File: src/verilog/adfu_pkg.sv
package adfu_pkg;

  // ----------------------------------------------------------------
  // Descriptor layout
  // ----------------------------------------------------------------
  localparam int DESC_W       = 64;
  localparam int AF_POS       = 10;
  localparam int S1_AP2_POS   = 7;
  localparam int S2_AP1_POS   = 7;
  localparam int DBM_POS      = 51;
  localparam int ADDR_W       = 48;

  // ----------------------------------------------------------------
  // Capability levels
  // ----------------------------------------------------------------
  localparam logic [1:0] CAP_NONE   = 2'h0;
  localparam logic [1:0] CAP_ACCESS = 2'h1;
  localparam logic [1:0] CAP_DIRTY  = 2'h2;

  // ----------------------------------------------------------------
  // Outcome codes
  // ----------------------------------------------------------------
  localparam logic [1:0] RES_OK     = 2'h0;
  localparam logic [1:0] RES_ACCESS = 2'h1;
  localparam logic [1:0] RES_PERM   = 2'h2;

  // ----------------------------------------------------------------
  // Carriers
  // ----------------------------------------------------------------
  typedef struct packed {
    logic              stage2;
    logic              is_write;
    logic              hw_access_update_enable;
    logic              dirty_update_enable;
    logic              access_fault_disable;
    logic [ADDR_W-1:0] addr;
    logic [DESC_W-1:0] desc;
  } adfu_req_t;

  typedef struct packed {
    logic [1:0]        fault;
    logic              cacheable;
    logic [DESC_W-1:0] desc;
  } adfu_rsp_t;

  typedef struct packed {
    logic [ADDR_W-1:0] addr;
    logic [DESC_W-1:0] expect_val;
    logic [DESC_W-1:0] new_val;
  } adfu_cas_t;

endpackage : adfu_pkg

File: src/verilog/adfu_desc_eval.sv
`timescale 1ns/1ps
module adfu_desc_eval
(
  // Descriptor and context
  input  wire adfu_pkg::adfu_req_t req,
  input  wire logic [1:0]          cap,
  // Decision
  output logic [1:0]               fault,
  output logic                     need_update,
  output logic [adfu_pkg::DESC_W-1:0] new_desc
);
  import adfu_pkg::*;

  logic af;
  logic writable;
  logic dirty_modifier_bit;
  logic ha_on;
  logic hd_on;

  always_comb
  begin
    af       = req.desc[AF_POS];
    dirty_modifier_bit      = req.desc[DBM_POS];
    writable = req.stage2 ? req.desc[S2_AP1_POS] : ~req.desc[S1_AP2_POS];
    ha_on    = (cap != CAP_NONE) && req.hw_access_update_enable;
    hd_on    = (cap == CAP_DIRTY) && ha_on && req.dirty_update_enable;
    fault    = RES_OK;
    new_desc = req.desc;
    need_update = 1'b0;
    if (!af && !ha_on && !req.access_fault_disable)
    begin
      fault = RES_ACCESS;
    end
    else if (req.is_write && !writable && !(hd_on && dirty_modifier_bit))
    begin
      // The accessed flag is left alone on a permission fault.
      fault = RES_PERM;
    end
    else
    begin
      if (!af && ha_on)
      begin
        new_desc[AF_POS] = 1'b1;
        need_update      = 1'b1;
      end
      if (req.is_write && !writable && hd_on && dirty_modifier_bit)
      begin
        if (req.stage2)
          new_desc[S2_AP1_POS] = 1'b1;
        else
          new_desc[S1_AP2_POS] = 1'b0;
        new_desc[AF_POS] = 1'b1;
        need_update      = 1'b1;
      end
    end
  end

endmodule : adfu_desc_eval

File: src/verilog/adfu_flag_update.sv
`timescale 1ns/1ps
//
// Contract
// - Report none, accessed-only or accessed-and-dirty capability.
// - Per-stage enables decide update and scope.
// - Clear accessed flag with enable triggers atomic set.
// - Never clear the accessed flag.
// - Permission fault may leave accessed flag unset.
// - No update, flag clear, no disable: access fault.
// - Dirty update also writes accessed flag one.
// - Fault disable treats clear flag as set.
// - Access fault wins over permission fault.
// - Every flag update is atomic.
// - Never cache descriptors with accessed flag clear.
// - Dirty modifier bit sits at bit 51.
// - Dirty update makes read-only page writable atomically.
module adfu_flag_update
#(
  parameter logic [1:0] CAPABILITY = 2'h2
)
(
  // Clock and reset
  input  wire logic                clk_sys,
  input  wire logic                resetn,
  // Capability report
  output logic [1:0]               flag_update_capability,
  // Descriptor fetch request
  input  wire logic                req_valid,
  output logic                     req_ready,
  input  wire adfu_pkg::adfu_req_t req,
  // Result
  output logic                     rsp_valid,
  output adfu_pkg::adfu_rsp_t      rsp,
  // Atomic compare-and-swap to the table walk memory port
  output logic                     cas_valid,
  input  wire logic                cas_ready,
  output adfu_pkg::adfu_cas_t      cas,
  input  wire logic                cas_done,
  input  wire logic                cas_success
);
  import adfu_pkg::*;

  // ----------------------------------------------------------------
  // State
  // ----------------------------------------------------------------
  typedef enum logic [2:0] {
    ST_IDLE = 3'b001,
    ST_CAS  = 3'b010,
    ST_WAIT = 3'b100
  } adfu_state_t;

  adfu_state_t state_reg, state_next;
  adfu_cas_t   cas_reg, cas_next;
  adfu_rsp_t   rsp_reg, rsp_next;
  logic        rsp_valid_reg, rsp_valid_next;

  logic [1:0]        ev_fault;
  logic              ev_update;
  logic [DESC_W-1:0] ev_desc;

  assign flag_update_capability = CAPABILITY;

  adfu_desc_eval u_eval
  (
    .req         (req),
    .cap         (CAPABILITY),
    .fault       (ev_fault),
    .need_update (ev_update),
    .new_desc    (ev_desc)
  );

  // ----------------------------------------------------------------
  // Next state
  // ----------------------------------------------------------------
  always_comb
  begin
    state_next     = state_reg;
    cas_next       = cas_reg;
    rsp_next       = rsp_reg;
    rsp_valid_next = 1'b0;
    unique case (state_reg)
      ST_IDLE:
      begin
        if (req_valid)
        begin
          if (ev_update)
          begin
            // One indivisible swap, so a racing software edit is never overwritten.
            cas_next.addr       = req.addr;
            cas_next.expect_val = req.desc;
            cas_next.new_val    = ev_desc | (req.desc & (64'h1 << AF_POS));
            state_next          = ST_CAS;
          end
          else
          begin
            rsp_next.fault     = ev_fault;
            rsp_next.desc      = req.desc;
            // A clear flag under fault disable is used as set but not cached.
            rsp_next.cacheable = (ev_fault == RES_OK) && req.desc[AF_POS];
            rsp_valid_next     = 1'b1;
          end
        end
      end
      ST_CAS:
      begin
        if (cas_ready)
          state_next = ST_WAIT;
      end
      ST_WAIT:
      begin
        if (cas_done)
        begin
          // A lost race returns the fetch unresolved; the walker refetches it.
          rsp_next.fault     = RES_OK;
          rsp_next.desc      = cas_reg.new_val;
          rsp_next.cacheable = cas_success;
          rsp_valid_next     = 1'b1;
          state_next         = ST_IDLE;
        end
      end
      default:
        state_next = ST_IDLE;
    endcase
  end

  always_ff @(posedge clk_sys or negedge resetn)
  begin
    if (!resetn)
    begin
      state_reg     <= ST_IDLE;
      cas_reg       <= '0;
      rsp_reg       <= '0;
      rsp_valid_reg <= 1'b0;
    end
    else
    begin
      state_reg     <= state_next;
      cas_reg       <= cas_next;
      rsp_reg       <= rsp_next;
      rsp_valid_reg <= rsp_valid_next;
    end
  end

  assign req_ready = (state_reg == ST_IDLE);
  assign cas_valid = (state_reg == ST_CAS);
  assign cas       = cas_reg;
  assign rsp       = rsp_reg;
  assign rsp_valid = rsp_valid_reg;

endmodule : adfu_flag_update

File: config.mk
export PLATFORM = sky130hd
export DESIGN_NAME = adfu_flag_update
export DESIGN_NICKNAME = d
export VERILOG_FILES = /design/src/verilog/adfu_pkg.sv /design/src/verilog/adfu_desc_eval.sv /design/src/verilog/adfu_flag_update.sv
export SDC_FILE = /design/constraint.sdc
export NUM_CORES = 1
export LEC_CHECK = 0
export ABC_AREA = 1
export BUFFER_PORTS_ARGS = -buffer_cell sky130_fd_sc_hd__buf_2
export CAP_MARGIN = 20
export CORE_AREA = 2 2 145 147
export DETAILED_ROUTE_END_ITERATION = 10
export DIE_AREA = 0 0 147 149
export MAX_ROUTING_LAYER = met4
export PLACE_DENSITY = 0.72
export SYNTH_ARGS = -nofsm -noshare
export SYNTH_HDL_FRONTEND = slang
export SYNTH_SLANG_ARGS = --single-unit
File: constraint.sdc
create_clock -name clk_sys -period 1.9 [get_ports clk_sys]
set_input_delay 0.38 -clock clk_sys [delete_from_list [all_inputs] [get_ports clk_sys]]
set_output_delay 0.38 -clock clk_sys [all_outputs]
set_load 0.1 [all_outputs]
==> metrics.csv <==
metric,value,unit
synth_top_area_frac,0.5359,
syn_to_final_growth,27.84,%
fp.dieArea,21900,um2
r2r_cells,8,
antenna_found_initial,2,
cts_root_buffer,clkbuf_16,
die_x,147,um
criticalPathCategory,reg2out,
hp-class,in2reg,
setup_viol,0,
grt_pass1_wl,37.98,mm
finalClockSkew,0.01347,ns
synth_edf_count,0,
syn_area,8592,um2
maxCapViolCount,0,
asyncSetResetFlopFracSynth,1.000,
critPathMaxFanout,5,
insertion_delay,0.43,ns
initial_core_util,0.4180,
num_vias,7750,
r2r-end,cas[75],
grt_max_degree,77,
path_buf_inv,3,
ios,371,
drive_above_1_share,0.3216,
dr.first_iter.drc_count,470,
synthCells,1069,
period_minus_slack,1.827,ns
critPathCapture,req_ready,
crit_chain,"inv_2, nor2_2, nand2_2, inv_2, buf_12",
grtUsageTotal,0.2245,
cpPeakStageDelay,0.54,ns
cts_buffer_depth,2,
slew_headroom,0.6228,
fill_cells,1963,
avgSynthCellArea,8.037,um2
worstMarginPinSlew,0.5698,ns
crit_start,state_reg[0],
numCtsBuffers,17,
clk_pin_slew,0.07,ns
synth_flop_cell,dfrtp_1,
synth_nets,1192,
largest_reg_flops,114,
wl_per_cell,14.51,um
cts_sinks,185,
crit_path_frequent_cell,inv_2,
grt_pass1_vias,7228,
gp_congestion,0.8662,
crit_cells,5,
ant_nets,0,
slew_violations,0,
yosysWarnings,0,
synthTopCellsByCount,"nand2_1 (406), dfrtp_1 (184), inv_1 (122), o21ai_0 (116), nand3_1 (73)",
die_h,149,um
yosysTopAreaCell,dfrtp_1,
stdcell_count,1645,
clock.fmax,0.5474,GHz
synth_seq_cells,185,
drt-total-wl,23.87,mm
crit_path_top_delay_cell,dfstp_2,
hpwlAfterDp,16.87,mm
reg2reg_from,state_reg[0],
cp-end-kind,primary output,
hold_viol_final,0,
core_area,20560,um2
tritoncts,yes,
h-tree-depth,4,
cp_top_family,flip-flops,
reg2reg_slack,0.19,ns
period_share,0.9615,
gr-total-overflow,0,
yosysUniqueCellTypes,24,
port_buffers,368,
critPathArrivalTime,1.45,ns
synth_most_common_cell,nand2_1,
nets,1478,
worst_setup_path_start_kind,register,
fin_tns_setup,0,ns
crit_required,1.52,ns
num_rows,53,
drc,0,
status,completed,
regArea,4631,um2
dpl.cell_count,1609,
seq_area_frac_synth,0.5390,
multiInputGateArea,2724,um2
rsz0062_at_grt,no,
vias_per_cell,4.711,
drt-pass1-iter-count,6,
ys_top_cells_by_area,"dfrtp_1 (54%), nand2_1 (18%), o21ai_0 (6.8%), buf_4 (5.9%), inv_1 (5.3%)",
cell usage in the layout, fill, tap and decap left out:
cell type / count
nor2_2: 2
bufinv_16: 2
nand2_2: 4
conb_1: 2
nor3_4: 1
clkbuf_16: 17
nor2_1: 3
dlygate4sd3_1: 1
diode_2: 2
a21oi_1: 1
buf_6: 1
buf_2: 365
inv_1: 120
nor3_1: 1
inv_6: 4
nand3_4: 1
clkinv_4: 3
clkinv_8: 4
o211ai_1: 1
inv_2: 5
nand2_1: 406
o21ai_1: 18
inv_8: 2
nand4_1: 2
buf_12: 12
o21ai_0: 116
o21ai_2: 5
dfrtp_1: 184
dfstp_2: 1
buf_4: 10
nand3_1: 73
clkbuf_8: 1
layout make-up:
| cell class | instances | share of cell area |
|---|---|---|
| clock inverters | 15 | 0.01902 |
| inverters | 125 | 0.04272 |
| well taps | 275 | 0.03132 |
| clock buffers | 17 | 0.03873 |
| repair buffers | 390 | 0.1982 |
| flip-flops and latches | 185 | 0.4216 |
| multi-input cells | 636 | 0.2480 |
| diodes | 2 | 0.0004556 |
how the worst min path moves through the flow:
stage / from / endpoint / slack (ns) / depth (start not counted)
2_1_floorplan: resetn / cas[100] / 0.08 / 0
3_3_place_gp: resetn / cas[96] / 0.35 / 1
3_5_place_dp: resetn / cas[96] / 0.35 / 1
4_1_cts: req_valid / state_reg[0] / 0.15 / 2
5_1_grt: req_valid / state_reg[0] / 0.14 / 2
6_report: req_valid / state_reg[0] / 0.16 / 2
worst register-to-register path: cells and delay by family, from the launching register on:
family | cells | cell delay, ns
simple gates | 5 | 0.70
compound gates | 1 | 0.07
buf+inv | 2 | 0.29
flops | 1 | 0.54
through the flow:
step                      worst slack, ns  cell area [um2]  hold WS (ns)  utilization
final                             0.07312            10980        0.1596       0.5343
after global routing              0.01618            10980        0.1399       0.5343
after CTS                         0.01032            10960        0.1471       0.5329
after detailed placement          0.08281            10310        0.3531       0.5015
after global placement             0.1400            10310        0.3535       0.5015
after floorplan                    0.1256             8592       0.08441            -
repair_timing:
action / CTS / global route
endpoints found under the hold margin: 40 / 0
gates resized for setup: 2 / 5
hold buffers: 1 / 0
setup buffers: 0 / 1
endpoints found under the setup margin: 2 / 14
per-layer routing:
layer,up-vias,share of wire,track usage
met4,0,0.020,0.06298
met1,3624,0.43,0.2841
li1,3803,-,-
met5,-,0,-
met2,292,0.50,0.3688
met3,31,0.057,0.04771
logic make-up after synthesis:
group / after synthesis / synth area share
compound gates: 141 / 0.08461
other cells: 2 / 0.0008741
flops: 185 / 0.5390
simple gates: 493 / 0.2307
buf+inv: 248 / 0.1449
Power is not shown: default switching activity piles up to over one toggle a cycle in this logic, so the estimate is an artifact.
